===== config.mk =====
export PLATFORM = sky130hd
export DESIGN_NAME = eic_top
export DESIGN_NICKNAME = d
export VERILOG_FILES = /design/src/rtl/eic_pkg.sv /design/src/rtl/eic_src_if.sv /design/src/rtl/eic_src_bank.sv /design/src/rtl/eic_top.sv
export SDC_FILE = /design/constraint.sdc
export NUM_CORES = 1
export LEC_CHECK = 0
export BUFFER_PORTS_ARGS = -buffer_cell sky130_fd_sc_hd__buf_2
export CORE_MARGIN = 4
export CORE_UTILIZATION = 40
export DETAILED_ROUTE_END_ITERATION = 7
export PLACE_DENSITY = 0.59
export SYNTH_ARGS = -nofsm -noshare
export SYNTH_HDL_FRONTEND = slang
export SYNTH_SLANG_ARGS = --single-unit

===== constraint.sdc =====
create_clock -name clk_in -period 5.7 [get_ports clk_in]
set_input_delay 0.57 -clock clk_in [delete_from_list [all_inputs] [get_ports clk_in]]
set_output_delay 0.57 -clock clk_in [all_outputs]
set_load 0.01 [all_outputs]

===== src/rtl/eic_pkg.sv =====
package eic_pkg;

  // ----------------------------------------------------------------
  // Register indices (byte address on the bus is four times these)
  // ----------------------------------------------------------------
  localparam logic [7:0] EIC_IDX_TIMER_AND_EXT_REQUEST_CONTROL_CTRL  = 8'h88;
  localparam logic [7:0] EIC_IDX_SER1_EN    = 8'h9a;
  localparam logic [7:0] EIC_IDX_EN_MAIN    = 8'ha8;
  localparam logic [7:0] EIC_IDX_EN_EXT     = 8'hb8;
  localparam logic [7:0] EIC_IDX_REQ_FLAGS  = 8'hc0;
  localparam logic [7:0] EIC_IDX_EDGE_SEL   = 8'hc8;
  localparam logic [7:0] EIC_IDX_USR_POL    = 8'he0;
  localparam logic [7:0] EIC_IDX_USR_PRIO   = 8'he1;
  localparam logic [7:0] EIC_IDX_USR_EN     = 8'he2;
  localparam logic [7:0] EIC_IDX_SRC4_MASK  = 8'he4;
  localparam logic [7:0] EIC_IDX_SRC4_FLAG  = 8'he5;
  localparam logic [7:0] EIC_IDX_SRC5_MASK  = 8'he6;
  localparam logic [7:0] EIC_IDX_SRC5_FLAG  = 8'he7;
  localparam logic [7:0] EIC_IDX_SRC6_MASK  = 8'he8;
  localparam logic [7:0] EIC_IDX_SRC6_FLAG  = 8'he9;

  // ----------------------------------------------------------------
  // Reset values
  // ----------------------------------------------------------------
  localparam logic [7:0] EIC_RST_BYTE       = 8'h00;

  // ----------------------------------------------------------------
  // Field positions
  // ----------------------------------------------------------------
  localparam int EIC_TC_TYPE0   = 0;
  localparam int EIC_TC_FLAG0   = 1;
  localparam int EIC_TC_TYPE1   = 2;
  localparam int EIC_TC_FLAG1   = 3;
  localparam int EIC_SER1_EN_B  = 0;
  localparam int EIC_EN0_B      = 0;
  localparam int EIC_EN1_B      = 2;
  localparam int EIC_GLOBAL_B   = 7;
  localparam int EIC_POL2_B     = 5;
  localparam int EIC_POL3_B     = 6;
  localparam int EIC_FLAG2_B    = 1;
  localparam int EIC_FLAG3_B    = 2;

  // Writable bit masks; bits outside read as zero
  localparam logic [7:0] EIC_WM_SER1_EN   = 8'h01;
  localparam logic [7:0] EIC_WM_EN_MAIN   = 8'hdf;
  localparam logic [7:0] EIC_WM_EN_EXT    = 8'h7e;
  localparam logic [7:0] EIC_WM_REQ_FLAGS = 8'h3e;
  localparam logic [7:0] EIC_WM_EDGE_SEL  = 8'h60;

  // Number of request lines and user pins
  localparam int EIC_LINES      = 7;
  localparam int EIC_USR_PINS   = 8;

endpackage : eic_pkg


===== src/rtl/eic_src_if.sv =====
`timescale 1ns/1ps
// Link between the register front end and one multi-source bank
interface eic_src_if;
  logic       mask_we;
  logic [7:0] wdata;
  logic       rd_clear;
  logic [7:0] clear_bits;
  logic [7:0] mask;
  logic [7:0] flags;
  logic       line_evt;

  modport ctrl (output mask_we, output wdata, output rd_clear, output clear_bits,
                input mask, input flags, input line_evt);
  modport bank (input mask_we, input wdata, input rd_clear, input clear_bits,
                output mask, output flags, output line_evt);
endinterface : eic_src_if


===== src/rtl/eic_src_bank.sv =====
`timescale 1ns/1ps
module eic_src_bank
  import eic_pkg::*;
#(
  parameter int SRC_N = 4
) (
  input  wire logic             clk_in,
  input  wire logic             reset_in,
  input  wire logic [SRC_N-1:0] src_in,
  eic_src_if.bank               bus
);

  // ----------------------------------------------------------------
  // Parameter check
  // ----------------------------------------------------------------
  if (SRC_N < 1 || SRC_N > 8) begin : g_bad_n
    $error("eic_src_bank: SRC_N must be 1 to 8");
  end

  typedef struct packed {
    logic [SRC_N-1:0] prev;
    logic [SRC_N-1:0] flag;
    logic [SRC_N-1:0] mask;
    logic             any_prev;
  } eic_bank_s;

  eic_bank_s st_q;
  eic_bank_s st_d;
  logic [SRC_N-1:0] rise;
  logic             any;

  // ----------------------------------------------------------------
  // Per-source flags, masks and the OR into one line
  // ----------------------------------------------------------------
  // Each source is caught on its own rising edge so it can be identified
  always_comb begin
    st_d     = st_q;
    rise     = src_in & ~st_q.prev;
    st_d.prev = src_in;
    if (bus.rd_clear) begin
      st_d.flag = st_q.flag & ~bus.clear_bits[SRC_N-1:0];
    end
    st_d.flag = st_d.flag | rise;
    if (bus.mask_we) begin
      st_d.mask = bus.wdata[SRC_N-1:0];
    end
    any           = |(st_q.flag & st_q.mask);
    st_d.any_prev = any;
  end

  always_ff @(posedge clk_in or posedge reset_in) begin
    if (reset_in) begin
      st_q <= '0;
    end else begin
      st_q <= st_d;
    end
  end

  // Level of the OR is turned into a one-cycle rising-edge event
  assign bus.line_evt = any & ~st_q.any_prev;
  assign bus.mask     = 8'(st_q.mask);
  assign bus.flags    = 8'(st_q.flag);

  // ----------------------------------------------------------------
  // Checks
  // ----------------------------------------------------------------
  chk_line_rising: assert property (@(posedge clk_in) disable iff (reset_in)
    bus.line_evt |=> !bus.line_evt)
    else $error("line event lasted more than one cycle");

  chk_mask_gates: assert property (@(posedge clk_in) disable iff (reset_in)
    bus.line_evt |-> ((st_q.flag & st_q.mask) != '0) && !$past(any))
    else $error("line event without a masked-in source flag");

  chk_read_clears: assert property (@(posedge clk_in) disable iff (reset_in)
    bus.rd_clear |=> ((st_q.flag & $past(bus.clear_bits[SRC_N-1:0] & ~rise)) == '0))
    else $error("flag survived the read that returned it");

endmodule : eic_src_bank


===== src/rtl/eic_top.sv =====
// Functional notes
// - Bit 0 of serial1 enable register gates the serial channel 1 request.
// - Edge mode: falling edge on line 0 or 1 sets its flag; service clears.
// - Type bits choose falling edge (1) or low level (0) for lines 0/1.
// - Edge-select bit 6 picks line 3 polarity: 0 falling, 1 rising.
// - Edge-select bit 5 picks line 2 polarity: 0 falling, 1 rising.
// - Request-flag register bits 1..5 hold lines 2..6; bits 0,6,7 read zero.
// - Multi-source lines OR sources, each with its own mask and flag.
// - Lines 0/1 come from eight user pins; high/low priority, per-pin polarity.
// - Lines 2/3 each come from a dedicated pin with selectable edge.
// - Lines 4,5,6 collect smart card, USB/RTC/keypad, I2C/fault/comparator.
// - Peripheral sources of lines 4..6 are turned into rising edges.
// - A line reaches the CPU only when enabled; flag is kept regardless.
// - Hardware sets flags on request and clears them when service starts; level-mode lines 0/1 follow the pin.
// - Reading a multi-source flag register clears the flags it returned.
// - Main enable: bit 0 line 0, bit 2 line 1, bit 7 global enable.
// - Extended enable bits 1..5 enable lines 2..6.
`timescale 1ns/1ps
module eic_top
  import eic_pkg::*;
#(
  parameter int SRC4_N = 4,
  parameter int SRC5_N = 4,
  parameter int SRC6_N = 4
) (
  input  wire logic                    clk_in,
  input  wire logic                    reset_in,
  // Avalon-MM slave
  input  wire logic [9:0]              avs_address_in,
  input  wire logic                    avs_read_in,
  input  wire logic                    avs_write_in,
  input  wire logic [31:0]             avs_writedata_in,
  input  wire logic [3:0]              avs_byteenable_in,
  output logic      [31:0]             avs_readdata_out,
  output logic                         avs_waitrequest_out,
  // Pins
  input  wire logic [EIC_USR_PINS-1:0] user_io_pins_in,
  input  wire logic                    ext_irq_pin_two_in,
  input  wire logic                    ext_irq_pin_three_in,
  // Peripheral request sources
  input  wire logic [SRC4_N-1:0]       smartcard_src_in,
  input  wire logic [SRC5_N-1:0]       usb_rtc_keypad_src_in,
  input  wire logic [SRC6_N-1:0]       i2c_fault_cmp_src_in,
  input  wire logic                    serial1_req_in,
  // CPU interrupt sequencer
  input  wire logic [EIC_LINES-1:0]    service_ack_in,
  output logic      [EIC_LINES-1:0]    irq_req_out,
  output logic                         serial1_irq_out
);

  // ----------------------------------------------------------------
  // State
  // ----------------------------------------------------------------
  typedef struct packed {
    logic [7:0]           timer_and_ext_request_control;
    logic [7:0]           ien0;
    logic [7:0]           ien1;
    logic [7:0]           serial1_interrupt_enable;
    logic [7:0]           ext_request_flags;
    logic [7:0]           ext_edge_select;
    logic [7:0]           upol;
    logic [7:0]           uprio;
    logic [7:0]           uen;
    logic [7:0]           u_s1;
    logic [7:0]           u_s2;
    logic [1:0]           l01_prev;
    logic                 p2_s1;
    logic                 p2_s2;
    logic                 p2_prev;
    logic                 p3_s1;
    logic                 p3_s2;
    logic                 p3_prev;
    logic                 ack;
    logic [7:0]           rdata;
    logic [7:0]           rd_idx;
    logic [EIC_LINES-1:0] req;
    logic                 ser1;
  } eic_state_s;

  eic_state_s st_q;
  eic_state_s st_d;

  eic_src_if b4_if ();
  eic_src_if b5_if ();
  eic_src_if b6_if ();

  logic [7:0]           idx;
  logic                 hit_ok;
  logic                 req_new;
  logic                 wr_now;
  logic                 rd_now;
  logic [7:0]           wd;
  logic [7:0]           rmux;
  logic [7:0]           usr_act;
  logic [1:0]           line_n;
  logic [1:0]           fall01;
  logic                 ev2;
  logic                 ev3;
  logic [EIC_LINES-1:0] en_vec;
  logic [EIC_LINES-1:0] flag_vec;

  // ----------------------------------------------------------------
  // Bus decode
  // ----------------------------------------------------------------
  // Every access waits exactly one cycle so read data can come from a flop
  assign idx     = avs_address_in[9:2];
  assign hit_ok  = (avs_address_in[1:0] == 2'b00);
  assign req_new = (avs_read_in | avs_write_in) & ~st_q.ack;
  assign wr_now  = avs_write_in & st_q.ack & avs_byteenable_in[0] & hit_ok;
  assign rd_now  = avs_read_in & st_q.ack;
  assign wd      = avs_writedata_in[7:0];
  assign avs_waitrequest_out = (avs_read_in | avs_write_in) & ~st_q.ack;
  assign avs_readdata_out    = {24'h000000, st_q.rdata};

  // Read multiplexer; unmapped or misaligned addresses read zero
  always_comb begin
    rmux = 8'h00;
    if (hit_ok) begin
      unique case (idx)
        EIC_IDX_TIMER_AND_EXT_REQUEST_CONTROL_CTRL: rmux = st_q.timer_and_ext_request_control;
        EIC_IDX_SER1_EN:   rmux = st_q.serial1_interrupt_enable;
        EIC_IDX_EN_MAIN:   rmux = st_q.ien0;
        EIC_IDX_EN_EXT:    rmux = st_q.ien1;
        EIC_IDX_REQ_FLAGS: rmux = st_q.ext_request_flags & EIC_WM_REQ_FLAGS;
        EIC_IDX_EDGE_SEL:  rmux = st_q.ext_edge_select;
        EIC_IDX_USR_POL:   rmux = st_q.upol;
        EIC_IDX_USR_PRIO:  rmux = st_q.uprio;
        EIC_IDX_USR_EN:    rmux = st_q.uen;
        EIC_IDX_SRC4_MASK: rmux = b4_if.mask;
        EIC_IDX_SRC4_FLAG: rmux = b4_if.flags;
        EIC_IDX_SRC5_MASK: rmux = b5_if.mask;
        EIC_IDX_SRC5_FLAG: rmux = b5_if.flags;
        EIC_IDX_SRC6_MASK: rmux = b6_if.mask;
        EIC_IDX_SRC6_FLAG: rmux = b6_if.flags;
        default:           rmux = 8'h00;
      endcase
    end
  end

  // ----------------------------------------------------------------
  // Bank control
  // ----------------------------------------------------------------
  // Clear only what the read returned, so a source arriving mid-read survives
  assign b4_if.mask_we    = wr_now & (idx == EIC_IDX_SRC4_MASK);
  assign b5_if.mask_we    = wr_now & (idx == EIC_IDX_SRC5_MASK);
  assign b6_if.mask_we    = wr_now & (idx == EIC_IDX_SRC6_MASK);
  assign b4_if.wdata      = wd;
  assign b5_if.wdata      = wd;
  assign b6_if.wdata      = wd;
  assign b4_if.rd_clear   = rd_now & (st_q.rd_idx == EIC_IDX_SRC4_FLAG);
  assign b5_if.rd_clear   = rd_now & (st_q.rd_idx == EIC_IDX_SRC5_FLAG);
  assign b6_if.rd_clear   = rd_now & (st_q.rd_idx == EIC_IDX_SRC6_FLAG);
  assign b4_if.clear_bits = st_q.rdata;
  assign b5_if.clear_bits = st_q.rdata;
  assign b6_if.clear_bits = st_q.rdata;

  // ----------------------------------------------------------------
  // Request detection
  // ----------------------------------------------------------------
  // User pins: a polarity bit of 1 means the pin is active high
  always_comb begin
    usr_act   = ~(st_q.u_s2 ^ st_q.upol) & st_q.uen;
    line_n[0] = ~|(usr_act & st_q.uprio);
    line_n[1] = ~|(usr_act & ~st_q.uprio);
    fall01    = st_q.l01_prev & ~line_n;
    ev2 = st_q.ext_edge_select[EIC_POL2_B] ? (st_q.p2_s2 & ~st_q.p2_prev)
                                 : (~st_q.p2_s2 & st_q.p2_prev);
    ev3 = st_q.ext_edge_select[EIC_POL3_B] ? (st_q.p3_s2 & ~st_q.p3_prev)
                                 : (~st_q.p3_s2 & st_q.p3_prev);
  end

  // Enables and flags as one vector per line
  assign en_vec   = {st_q.ien1[5:1], st_q.ien0[EIC_EN1_B], st_q.ien0[EIC_EN0_B]};
  assign flag_vec = {st_q.ext_request_flags[5:1], st_q.timer_and_ext_request_control[EIC_TC_FLAG1], st_q.timer_and_ext_request_control[EIC_TC_FLAG0]};

  // ----------------------------------------------------------------
  // Next state
  // ----------------------------------------------------------------
  always_comb begin
    st_d = st_q;
    // Two-flop synchronisers; first stage feeds only the second
    st_d.u_s1     = user_io_pins_in;
    st_d.u_s2     = st_q.u_s1;
    st_d.p2_s1    = ext_irq_pin_two_in;
    st_d.p2_s2    = st_q.p2_s1;
    st_d.p3_s1    = ext_irq_pin_three_in;
    st_d.p3_s2    = st_q.p3_s1;
    st_d.l01_prev = line_n;
    st_d.p2_prev  = st_q.p2_s2;
    st_d.p3_prev  = st_q.p3_s2;

    // Bus handshake: capture read data on the first edge, finish on the next
    st_d.ack = req_new;
    if (req_new) begin
      st_d.rdata  = rmux;
      st_d.rd_idx = hit_ok ? idx : 8'h00;
    end

    // Software writes
    if (wr_now) begin
      unique case (idx)
        EIC_IDX_TIMER_AND_EXT_REQUEST_CONTROL_CTRL: st_d.timer_and_ext_request_control  = wd;
        EIC_IDX_SER1_EN:   st_d.serial1_interrupt_enable  = wd & EIC_WM_SER1_EN;
        EIC_IDX_EN_MAIN:   st_d.ien0  = wd & EIC_WM_EN_MAIN;
        EIC_IDX_EN_EXT:    st_d.ien1  = wd & EIC_WM_EN_EXT;
        EIC_IDX_REQ_FLAGS: st_d.ext_request_flags = wd & EIC_WM_REQ_FLAGS;
        EIC_IDX_EDGE_SEL:  st_d.ext_edge_select = wd & EIC_WM_EDGE_SEL;
        EIC_IDX_USR_POL:   st_d.upol  = wd;
        EIC_IDX_USR_PRIO:  st_d.uprio = wd;
        EIC_IDX_USR_EN:    st_d.uen   = wd;
        default:           st_d.timer_and_ext_request_control  = st_d.timer_and_ext_request_control;
      endcase
    end

    // Service start clears the flag; a new event in the same cycle wins
    if (service_ack_in[0]) st_d.timer_and_ext_request_control[EIC_TC_FLAG0] = 1'b0;
    if (service_ack_in[1]) st_d.timer_and_ext_request_control[EIC_TC_FLAG1] = 1'b0;
    st_d.ext_request_flags[5:1] = st_d.ext_request_flags[5:1] & ~service_ack_in[6:2];

    // Lines 0/1: edge mode latches, level mode follows the pin
    if (st_d.timer_and_ext_request_control[EIC_TC_TYPE0]) begin
      st_d.timer_and_ext_request_control[EIC_TC_FLAG0] = st_d.timer_and_ext_request_control[EIC_TC_FLAG0] | fall01[0];
    end else begin
      st_d.timer_and_ext_request_control[EIC_TC_FLAG0] = ~line_n[0];
    end
    if (st_d.timer_and_ext_request_control[EIC_TC_TYPE1]) begin
      st_d.timer_and_ext_request_control[EIC_TC_FLAG1] = st_d.timer_and_ext_request_control[EIC_TC_FLAG1] | fall01[1];
    end else begin
      st_d.timer_and_ext_request_control[EIC_TC_FLAG1] = ~line_n[1];
    end

    // Lines 2..6 are set whether enabled or not
    st_d.ext_request_flags[1] = st_d.ext_request_flags[1] | ev2;
    st_d.ext_request_flags[2] = st_d.ext_request_flags[2] | ev3;
    st_d.ext_request_flags[3] = st_d.ext_request_flags[3] | b4_if.line_evt;
    st_d.ext_request_flags[4] = st_d.ext_request_flags[4] | b5_if.line_evt;
    st_d.ext_request_flags[5] = st_d.ext_request_flags[5] | b6_if.line_evt;

    // Gate requests toward the CPU
    st_d.req  = flag_vec & en_vec & {EIC_LINES{st_q.ien0[EIC_GLOBAL_B]}};
    st_d.ser1 = serial1_req_in & st_q.serial1_interrupt_enable[EIC_SER1_EN_B]
                & st_q.ien0[EIC_GLOBAL_B];
  end

  always_ff @(posedge clk_in or posedge reset_in) begin
    if (reset_in) begin
      st_q <= '0;
    end else begin
      st_q <= st_d;
    end
  end

  assign irq_req_out     = st_q.req;
  assign serial1_irq_out = st_q.ser1;

  // ----------------------------------------------------------------
  // Multi-source banks
  // ----------------------------------------------------------------
  eic_src_bank #(.SRC_N(SRC4_N)) u_bank4 (
    .clk_in   (clk_in),
    .reset_in (reset_in),
    .src_in   (smartcard_src_in),
    .bus      (b4_if.bank)
  );
  eic_src_bank #(.SRC_N(SRC5_N)) u_bank5 (
    .clk_in   (clk_in),
    .reset_in (reset_in),
    .src_in   (usb_rtc_keypad_src_in),
    .bus      (b5_if.bank)
  );
  eic_src_bank #(.SRC_N(SRC6_N)) u_bank6 (
    .clk_in   (clk_in),
    .reset_in (reset_in),
    .src_in   (i2c_fault_cmp_src_in),
    .bus      (b6_if.bank)
  );

  // ----------------------------------------------------------------
  // Checks
  // ----------------------------------------------------------------
  chk_ser1_gate: assert property (@(posedge clk_in) disable iff (reset_in)
    serial1_irq_out |-> $past(st_q.serial1_interrupt_enable[0] && serial1_req_in))
    else $error("serial 1 request passed while disabled");

  chk_fall_sets: assert property (@(posedge clk_in) disable iff (reset_in)
    (st_q.timer_and_ext_request_control[0] && st_q.l01_prev[0] && !line_n[0] && !wr_now) |=> st_q.timer_and_ext_request_control[1])
    else $error("falling edge on line 0 did not set its flag");

  chk_level_mode: assert property (@(posedge clk_in) disable iff (reset_in)
    (!st_q.timer_and_ext_request_control[2] && !wr_now) |=> (st_q.timer_and_ext_request_control[3] == !$past(line_n[1])))
    else $error("level mode flag does not follow line 1");

  chk_pol_three: assert property (@(posedge clk_in) disable iff (reset_in)
    (st_q.ext_edge_select[6] && st_q.p3_s2 && !st_q.p3_prev && !wr_now) |=> st_q.ext_request_flags[2])
    else $error("rising edge on line 3 missed");

  chk_pol_two: assert property (@(posedge clk_in) disable iff (reset_in)
    (!st_q.ext_edge_select[5] && !st_q.p2_s2 && st_q.p2_prev && !wr_now) |=> st_q.ext_request_flags[1])
    else $error("falling edge on line 2 missed");

  chk_unused_bits: assert property (@(posedge clk_in) disable iff (reset_in)
    (rd_now && st_q.rd_idx == EIC_IDX_REQ_FLAGS) |-> (st_q.rdata & 8'hc1) == 8'h00)
    else $error("unused request flag bits read nonzero");

  chk_enable_gate: assert property (@(posedge clk_in) disable iff (reset_in)
    (irq_req_out & ~$past(en_vec & {EIC_LINES{st_q.ien0[7]}})) == '0)
    else $error("request reached the CPU while disabled");

  chk_auto_clear: assert property (@(posedge clk_in) disable iff (reset_in)
    (service_ack_in[3] && !ev3 && !wr_now) |=> !st_q.ext_request_flags[2])
    else $error("line 3 flag not cleared at service");

endmodule : eic_top


### After elaboration in Yosys (flattened, before gate mapping)

Cells that the tools add are included.

* output and inout bits: 41
* input port bits: 80
* flip-flop bits (word level): 141
* word-level logic and storage cells: 156

* multiplexer cells: 22
* equal/unequal tests: 18
* bitwise operators: 64
* reductions and logical operators: 16

Operators with widths (number)
* equality test 8 bit (second input constant): 18
* one-hot mux 8 bit (15 select lines): 1
* 2-to-1 mux 68 bit: 1
* 2-to-1 mux 8 bit: 6
* AND 4 bit: 9
* AND 8 bit: 3
* AND 1 bit: 20
* 2-to-1 mux 4 bit: 4
* NOT 4 bit: 4
* NOT 8 bit: 2
* AND reduction 2 bit: 8
* OR reduction 8 bit: 2
* AND 7 bit: 2
* 2-to-1 mux 7 bit: 2
* bitwise OR 4 bit: 3
* OR reduction 4 bit: 3
* NOT 1 bit: 8
* bitwise OR 1 bit: 8
* XOR 8 bit: 1
* 2-to-1 mux 1 bit: 7
* 2-to-1 mux 6 bit: 1
* AND 5 bit: 1
* NOT 5 bit: 1
* AND 2 bit: 1
* 3 further kinds: 4

### Logic depth before layout (Yosys ltp)

Gate-level depths: netlist (run 1).

* depth in word-level cells: 10
* depth in mapped cells: 7
* mapped depth without buffers: 5

### Hierarchy

Synthesis (run 1) repeated with hierarchy kept, for this count alone.

* cell total of the unflattened synthesis: 640
* area total of the unflattened synthesis: 7125.6 µm²

Modules (own cells, without submodules)
* eic_top: area an instance 5365.1 µm², cells an instance 487, times used 1, seq. area each 2552.4 µm²
* eic_src_bank: area an instance 586.8 µm², cells an instance 51, times used 3, seq. area each 325.3 µm²

### Worst setup path after synthesis (run 1)

OpenSTA, ideal clock, no wires.

* kind: in2reg
* from: input port avs_address_in[9]
* to: register st_q, in the netlist en_vec[2]
* path slack: 3.726 ns
* library setup time: 0.125 ns
* data arrival time: 1.849 ns
* data required time: 5.575 ns
* path buffers: 3
* stages on the path: 7
* cell sequence: buf_2 > and4bb_4 > and4_1 > buf_2 > and2_1 > buf_6 > mux2_4

* word-level cells in the longest chain between the ends: 2

Ends and longest elaborated chain
* from (decl): RTL line eic_top.sv:29 `input wire logic [9:0] avs_address_in,`
* equality test 8 bit: RTL line eic_top.sv:201 `unique case (idx)`
* AND reduction 2 bit (no line)
* to (signal assigned): RTL line eic_top.sv:249 `st_q <= st_d;`
* to (decl): RTL line eic_top.sv:80 `eic_state_s st_q;`

Every way passes these cells.
A chain may end at the register's enable or synchronous reset.

### Final worst setup path (run 1)

* from: input port avs_address_in[1]
* to: register st_q[103] (netlist bit)

* word-level cells in the longest chain between the ends: 3

Ends and longest elaborated chain
* logical NOT 2 bit: RTL line eic_top.sv:107 `assign hit_ok = (avs_address_in[1:0] == 2'b00);`
* AND 1 bit: RTL line eic_top.sv:109 `assign wr_now = avs_write_in & st_q.ack & avs_byteenable_in[0] & hit_ok;`
* AND reduction 2 bit (no line)

Every way passes these cells.

==> results of run 1 <==
## worst paths after layout
kind                                    start               end  slack, ns  cells after the start
setup / recovery            avs_address_in[1]         st_q[103]       3.35                      5
max in group asynchronous            reset_in  u_bank6.st_q[11]       4.16                      3
setup reg to reg                     st_q[24]         st_q[103]       3.68                      4
hold reg to reg                      st_d[40]          st_q[40]       0.34                      0
min in group asynchronous            reset_in          st_d[38]       0.27                      2
hold / removal             user_io_pins_in[4]          st_d[37]       0.25                      1
## metal layers
layer / track usage (%) / up-vias / part of all wire, %
li1: - / 2066 / -
met1: 24.3 / 2198 / 44
met2: 29.6 / 156 / 47
met3: 4.37 / 41 / 6.2
met4: 9.18 / 0 / 3.2
met5: 0 / - / 0
## critical path, stage by stage
cell and delay (ns):
buf_2 0.10, nor2_1 0.61, and2_1 0.55, and2_1 0.47, mux2_4 0.34
## power breakdown
part | switching [mW] | total (mW) | internal, mW | leakage (nW)
sequential | 0.0118 | 1.04 | 1.02 | 1.81
clock | 0.430 | 1.07 | 0.641 | 0.260
combinational | 0.0892 | 0.126 | 0.0368 | 1.51
total | 0.531 | 2.23 | 1.70 | 3.57
## state kept, by name, summed over array words and instances (netlist names), 5 cells and up
signal	count
irq_req_out	7
st_q	60
u_bank4.st_q	5
st_d	12
u_bank5.st_q	5
b4_if.clear_bits	8
flag_vec	7
u_bank6.st_q	5
en_vec	7
## stage by stage
step | utilization, % | total power [mW]
after CTS | 46.6 | 2.25
after floorplan | - | 1.14
after global routing | 46.6 | 2.32
after global placement | 43.0 | 1.18
final | 46.6 | 2.23
after detailed placement | 43.0 | 1.18
## cells in the mapped netlist (5+ instances only)
cell type  number
mux2_2         20
o21ai_1         6
nor2_1          9
nand2_1        57
mux2_4          6
dfrtp_1       141
mux2i_1        20
a22oi_1         8
inv_1          23
a22o_1          8
mux2_1         32
o21ai_0        32
nand2b_1       10
and3_1         11
nand3_1        18
xnor2_1         8
a21oi_1         5
clkbuf_1        9
buf_2          11
a31oi_1         5
o22ai_1         8
buf_4          43
## area by class of cell
| class | instances | area [um2] | share of cell area [%] |
|---|---|---|---|
| timing repair buffer | 74 | 383 | 5.13 |
| sequential | 141 | 3530 | 47.3 |
| clock buffer | 18 | 429 | 5.75 |
| tap | 216 | 270 | 3.62 |
| clock inverter | 14 | 145 | 1.95 |
| multi-input combinational | 360 | 2610 | 35.0 |
| inverter | 24 | 95.1 | 1.27 |
## kinds of logic after synthesis
family	synth area share, %
simple gates	13.4
flops	53.6
compound gates	10.3
buf+inv	8.36
mux	13.3
xor+xnor	1.06
other cells	0.0569
==> results.yml, run 1 <==
clock_tree:
  cts_max_path_buffers: 2
  cts_setup_buffers: 0
  cts_hold_buf: 0
  htreeDepth: 4
  clk_pin_slew_worst_paths_ns: 0.06
  cts_resized: 0
  cts-root-buf: "clkbuf_16"
  clock_sink_count: 141
  clk_latency_ns: 0.43
  cts_tree: "done"
  cts_buffers: 17
final_layout:
  final_cell_area_um2: 7460
  diodes: 0
  final_common_cell: "dfrtp_1"
  final_cell_mix: "141 x dfrtp_1, 69 x buf_2, 57 x nand2_1"
  final_nets: 698
  fin_cells: 847
  drive_gt1_share_pct: 23.5
  area_growth_pct: 13.2
  n_fill_cell: 1502
placement:
  gp_congestion: 0.919
  portBuffers: 69
  place.detailed.hpwl_um: 11700
  dpl_worst_slack_ns: 2.91
  placed_cell_area_um2: 6890
  placed_cells: 815
global_route:
  grt_max_degree: 82
  grt_usage_pct: 18.8
  grt_pass1_vias: 4710
  antenna_found_initial: 0
  grt.overflow.total: 0
  grt_pass1_wl_um: 26000
synth:
  async_reset_ff_share_pct: 100
  ys_warn_count: 0
  synth-edff-count: 0
  syn_avg_cell_area_um2: 11.6
  synthCells: 570
  synth_flop_cell: "dfrtp_1"
  synth_area_leader_cell: "dfrtp_1"
  ys_seq_elements: 141
  synth_top_area_share_pct: 53.6
  syn_area_um2: 6590
  synth_cell_types: 63
  synth_area_leaders: "dfrtp_1 54%, mux2_1 5.5%, buf_4 4.9%"
  synth-seq-area-share_pct: 53.6
min_path:
  holdCritPathClass: "in2reg"
sta:
  grt_setup_unrepaired: "false"
  fin_worst_skew_ns: 0.00546
  finalHoldViolations: 0
  slew_violations: 0
  finalWorstSetupSlack_ns: 3.35
  fin_crit_sh_pct: 41.3
  worst_slew_pin_slew_ns: 0.948
  setup_tns_ns: 0
  setup_viol: 0
  fin_crit_ns: 2.35
  fmax_mhz: 425
  slew_headroom_pct: 35.9
  hold_slack_ns: 0.245
routing:
  ant_nets: 0
  drc: 0
  vias_per_cell: 5.27
  drt_iter0_drc: 303
  wl_per_cell_um: 19.3
  wl_um: 16400
  vias: 4461
  first_pass_iters: 4
flow_run:
  maxCapViolCount: 0
setup_path:
  crit_arrival_ns: 2.66
  critPathKind: "in2reg"
  startpoint_type: "primary input"
  endpoint_kind: "register"
  critPathMaxFanout: 11
  critPathRequiredTime_ns: 6.01
floorplan:
  io-pin-count: 121
  die_area_um2: 18600
  chipHeight_um: 136
  fp.dieW_um: 136
  row_count: 46
  core_area_um2: 16000
  start_util_pct: 41.2
power_and_ir_drop:
  power-per-cell-area_nw_per_um2: 299
  p_leak_nw: 3.57
  irDropWorstVdd_uv: 227
run_status:
  outcome: "completed"
Note: power is estimated with default switching activity, not from simulation.
==> run 2, diff against run 1 <==
==> constraint.sdc (replaced) <==
create_clock -name clk_in -period 2.4 [get_ports clk_in]
set_input_delay 0.24 -clock clk_in [delete_from_list [all_inputs] [get_ports clk_in]]
set_output_delay 0.24 -clock clk_in [all_outputs]
set_load 0.01 [all_outputs]
==> results.yml, run 2 (synthesized netlist as in run 1, its figures left out) <==
run_status:
  outcome: "completed"
clock_tree:
  cts_max_path_buffers: 2
  clock_sink_count: 141
  cts_buffers: 17
  cts_setup_buffers: 0
  clk_pin_slew_worst_paths_ns: 0.06
  clk_latency_ns: 0.43
  cts_resized: 0
  cts-root-buf: "clkbuf_16"
  htreeDepth: 4
  cts_tree: "done"
setup_path:
  rr_worst_depth: 4
  endpoint_kind: "register"
  critPathMaxFanout: 8
  crit_arrival_ns: 2.14
  r2r_start: "st_q[24]"
  critPathKind: "reg2reg"
  critPathRequiredTime_ns: 2.75
  startpoint_type: "register"
  rr_endpoint: "b4_if.clear_bits[2]"
  regToRegSetupSlack_ns: 0.60
power_and_ir_drop:
  power-per-cell-area_nw_per_um2: 668
  irDropWorstVdd_uv: 549
  p_leak_nw: 3.71
min_path:
  holdPathEnd: "flag_vec[6]"
  min_from: "service_ack_in[6]"
  hold_depth: 2
  holdCritPathClass: "in2reg"
final_layout:
  fin_cells: 880
  diodes: 0
  final_nets: 731
  final_common_cell: "dfrtp_1"
  largest-register: "st_q"
  n_fill_cell: 1506
  final_cell_mix: "141 x dfrtp_1, 69 x buf_2, 57 x nand2_1"
  area_growth_pct: 17.7
  largest_reg_flops: 60
  drive_gt1_share_pct: 23.6
placement:
  gp_congestion: 0.871
  place.detailed.hpwl_um: 11900
  placed_cells: 824
  portBuffers: 69
  dpl_worst_slack_ns: 0.227
floorplan:
  die_area_um2: 18600
  chipHeight_um: 136
  io-pin-count: 121
  fp.dieW_um: 136
  start_util_pct: 41.2
  row_count: 46
  core_area_um2: 16000
global_route:
  grt_pass1_wl_um: 26300
  grt_max_degree: 77
  grt.overflow.total: 0
  grt_pass1_vias: 4732
  antenna_found_initial: 0
  grt_usage_pct: 18.8
sta:
  setup_tns_ns: 0
  finalWorstSetupSlack_ns: 0.604
  slew_headroom_pct: 50.4
  worst_slew_pin_slew_ns: 0.736
  fin_crit_ns: 1.80
  slew_violations: 0
  fin_worst_skew_ns: 0.00984
  fin_crit_sh_pct: 74.8
  grt_setup_unrepaired: "false"
  setup_viol: 0
  finalHoldViolations: 0
  fmax_mhz: 557
  hold_slack_ns: 0.0265
routing:
  vias: 4601
  ant_nets: 0
  wl_um: 16400
  drt_iter0_drc: 346
  drc: 0
  wl_per_cell_um: 18.6
  first_pass_iters: 4
  vias_per_cell: 5.23
flow_run:
  maxCapViolCount: 0
==> run 2: layer usage <==
| metal | global-route usage, % | vias up | share of wire, % |
|---|---|---|---|
| li1 | - | 2141 | - |
| met1 | 26.2 | 2276 | 47 |
| met2 | 28.0 | 146 | 45 |
| met3 | 3.89 | 38 | 4.8 |
| met4 | 9.18 | 0 | 3.3 |
| met5 | 0 | - | 0 |
==> run 2: worst max-delay path by stage <==
stage | startpoint | end | cells past startpoint | slack (ns)
after detailed placement | avs_address_in[5] | en_vec[4] | 5 | 0.23
after global placement | avs_address_in[5] | en_vec[5] | 5 | 0.21
after floorplan | reset_in | b4_if.clear_bits[0] | 1 | 0.40
after CTS | st_q[24] | b4_if.clear_bits[2] | 4 | 0.60
after global routing | st_q[24] | en_vec[3] | 4 | 0.49
final | st_q[24] | b4_if.clear_bits[2] | 4 | 0.60
==> run 2: what timing repair did <==
| item | 4_1_cts | 5_1_grt |
|---|---|---|
| hold endpoints to repair | 164 | 0 |
| setup endpoints to repair | 0 | 0 |
| hold buffers | 24 | 0 |
==> run 2: worst max-delay path: stages (launching register included) <==
cell and delay, ns:
dfrtp_1 0.38, o21bai_1 0.18, or3_1 0.37, o41a_2 0.59
a32oi_1 0.20
==> run 2: layout make-up <==
cell class,instances,area [um2],share of cell area (%)
clock buffers,17,425,5.48
inverters,24,93.8,1.21
repair buffers,107,716,9.23
well taps,216,270,3.48
flip-flops and latches,141,3530,45.5
multi-input cells,360,2600,33.6
clock inverters,15,120,1.55
==> run 2: stage by stage <==
step / total power, mW / util [%] / instance area (um2)
global placement: 2.81 / 43.6 / 6970
finish: 5.18 / 48.5 / 7760
detailed placement: 2.82 / 43.6 / 6970
floorplan: 2.71 / - / 6680
CTS: 5.22 / 48.5 / 7760
global route: 5.38 / 48.5 / 7760
==> run 2: power by group <==
group	leakage [nW]	switching, mW	internal (mW)
combinational	1.65	0.217	0.125
clock	0.248	1.05	1.33
sequential	1.81	0.0286	2.43
==> run 3, diff against run 2 <==
==> constraint.sdc (replaced) <==
create_clock -name clk_in -period 1.8 [get_ports clk_in]
set_input_delay 0.18 -clock clk_in [delete_from_list [all_inputs] [get_ports clk_in]]
set_output_delay 0.18 -clock clk_in [all_outputs]
set_load 0.01 [all_outputs]
==> results.yml, run 3 (synthesized netlist as in run 1, its figures left out) <==
final_layout:
  final_cell_mix: "141 x dfrtp_1, 69 x buf_2, 57 x nand2_1"
  diodes: 0
  final_common_cell: "dfrtp_1"
  final_nets: 766
  drive_gt1_share_pct: 26.4
  area_growth_pct: 22.7
  largest_reg_flops: 60
  largest-register: "st_q"
  post-route-util_pct: 50.5
setup_path:
  path_cells: "o21bai_1, or3_1, or3_1, o41a_4, a32oi_1"
  critPathMaxFanout: 8
  regToRegSetupSlack_ns: 0.06
  cp_slowest_stage_delay_ns: 0.39
  crit_arrival_ns: 2.08
  endpoint_kind: "register"
  critPathRequiredTime_ns: 2.14
  crit_top_cell: "or3_1"
  startpoint_type: "register"
  critPathKind: "reg2reg"
  cp_slowest_cell: "dfrtp_1"
sta:
  fin_crit_ns: 1.74
  finalHoldViolations: 0
  slew_violations: 0
  setup_tns_ns: 0
  fmax_mhz: 574
  setup_viol: 0
  fin_crit_sh_pct: 96.8
  fin_worst_skew_ns: 0.00513
  grt_setup_unrepaired: "true"
floorplan:
  die_area_um2: 18600
  io-pin-count: 121
  row_count: 46
  chipHeight_um: 136
  fp.dieW_um: 136
  core_area_um2: 16000
  start_util_pct: 41.2
clock_tree:
  cts_buffers: 17
  cts-root-buf: "clkbuf_16"
  cts_tree: "done"
  cts_max_path_buffers: 2
  clk_latency_ns: 0.42
  htreeDepth: 4
  clock_sink_count: 141
  clk_pin_slew_worst_paths_ns: 0.06
placement:
  portBuffers: 69
  place.detailed.hpwl_um: 12600
  gp_congestion: 0.920
power_and_ir_drop:
  p_seq_share_pct: 45.5
  power-per-cell-area_nw_per_um2: 891
  p_leak_nw: 3.94
  internal_power_mw: 5.55
  power.share.clock_pct: 47.5
  p_sw_mw: 1.65
  irDropWorstVdd_uv: 687
  swShare_pct: 23.0
  p_comb_share_pct: 6.9
min_path:
  holdCritPathClass: "in2reg"
routing:
  wl_per_cell_um: 18.7
  ant_nets: 0
  vias_per_cell: 5.19
  vias: 4741
  drt_iter0_drc: 302
  drc: 0
  first_pass_iters: 5
  wl_um: 17100
global_route:
  met3_usage_pct: 4.52
  grt.busiest_layer: "met2"
  use_met1_pct: 25.9
  grt_pass1_vias: 4913
  antenna_found_initial: 0
  grt_usage_pct: 19.5
  grt.overflow.total: 0
  grt_max_degree: 75
  use_met2_pct: 31.8
  grt_pass1_wl_um: 27200
run_status:
  outcome: "completed"
flow_run:
  maxCapViolCount: 0
run 3: cell count changes in the layout (fill, tap and decap cells not counted), sizes merged:
cell / delta
dlygate4sd3: +7
bufinv: +2
buf: +28
clkinvlp: -5
clkbuf: +5
clkinv: -3
run 3: timing repair:
action / 4_1_cts / 5_1_grt
hold buffers: 31 / 0
setup buffers: 0 / 0
resized for setup: 0 / 5
setup endpoints to repair: 0 / 37
hold endpoints to repair: 171 / 0
run 3: final timing paths:
check,startpoint,end,depth (start not counted)
min in group asynchronous,reset_in,st_d[38],4
max in group asynchronous,reset_in,u_bank6.st_q[12],4
max,st_q[24],b4_if.clear_bits[2],5
min,avs_writedata_in[7],st_q[72],2
min reg2reg,st_d[40],st_q[40],0
max reg2reg,st_q[24],b4_if.clear_bits[2],5
run 3: layout make-up:
| class | count | area (um2) |
|---|---|---|
| multi-input cells | 360 | 2620 |
| flip-flops and latches | 141 | 3530 |
| well taps | 216 | 270 |
| fillers | 1471 | 7910 |
| clock buffers | 22 | 464 |
| clock inverters | 9 | 113 |
| inverters | 24 | 93.8 |
| repair buffers | 142 | 996 |
run 3: through the flow:
| stage | cells | hold slack, ns | setup WS, ns | cell area, um2 | power (mW) |
|---|---|---|---|---|---|
| 6_report | 914 | 0.0618 | 0.0584 | 8090 | 7.21 |
| 4_1_cts | 914 | 0.0414 | 0.0192 | 8070 | 7.28 |
| 2_1_floorplan | 593 | 0.211 | -0.143 | 6680 | 3.61 |
| 3_5_place_dp | 852 | 0.289 | 0.0236 | 7180 | 3.79 |
| 5_1_grt | 914 | 0.0536 | -0.0257 | 8090 | 7.49 |
| 3_3_place_gp | 852 | 0.289 | 0.0148 | 7180 | 3.77 |
run 3: metal layers:
| layer | share of wire [%] | wire length [um] | vias up |
|---|---|---|---|
| li1 | - | - | 2207 |
| met1 | 45 | 7750 | 2395 |
| met2 | 49 | 8350 | 123 |
| met3 | 4.7 | 800 | 16 |
| met4 | 1.4 | 233 | 0 |
| met5 | 0 | 0 | - |
run 3: power groups by stage:
stage                     sequential, mW  combinational, mW  clock (mW)
final                               3.28              0.499        3.43
after floorplan                     3.32              0.288           0
after CTS                           3.28              0.502        3.49
after global placement              3.33              0.440           0
after global routing                3.29              0.555        3.65
after detailed placement            3.34              0.448           0
run 3: critical path: cells and delay by family (launching register included):
family | cells | cell delay (ns)
and+or+nand+nor | 2 | 0.75
AOI/OAI and AO/OA | 3 | 0.52
DFF | 1 | 0.39
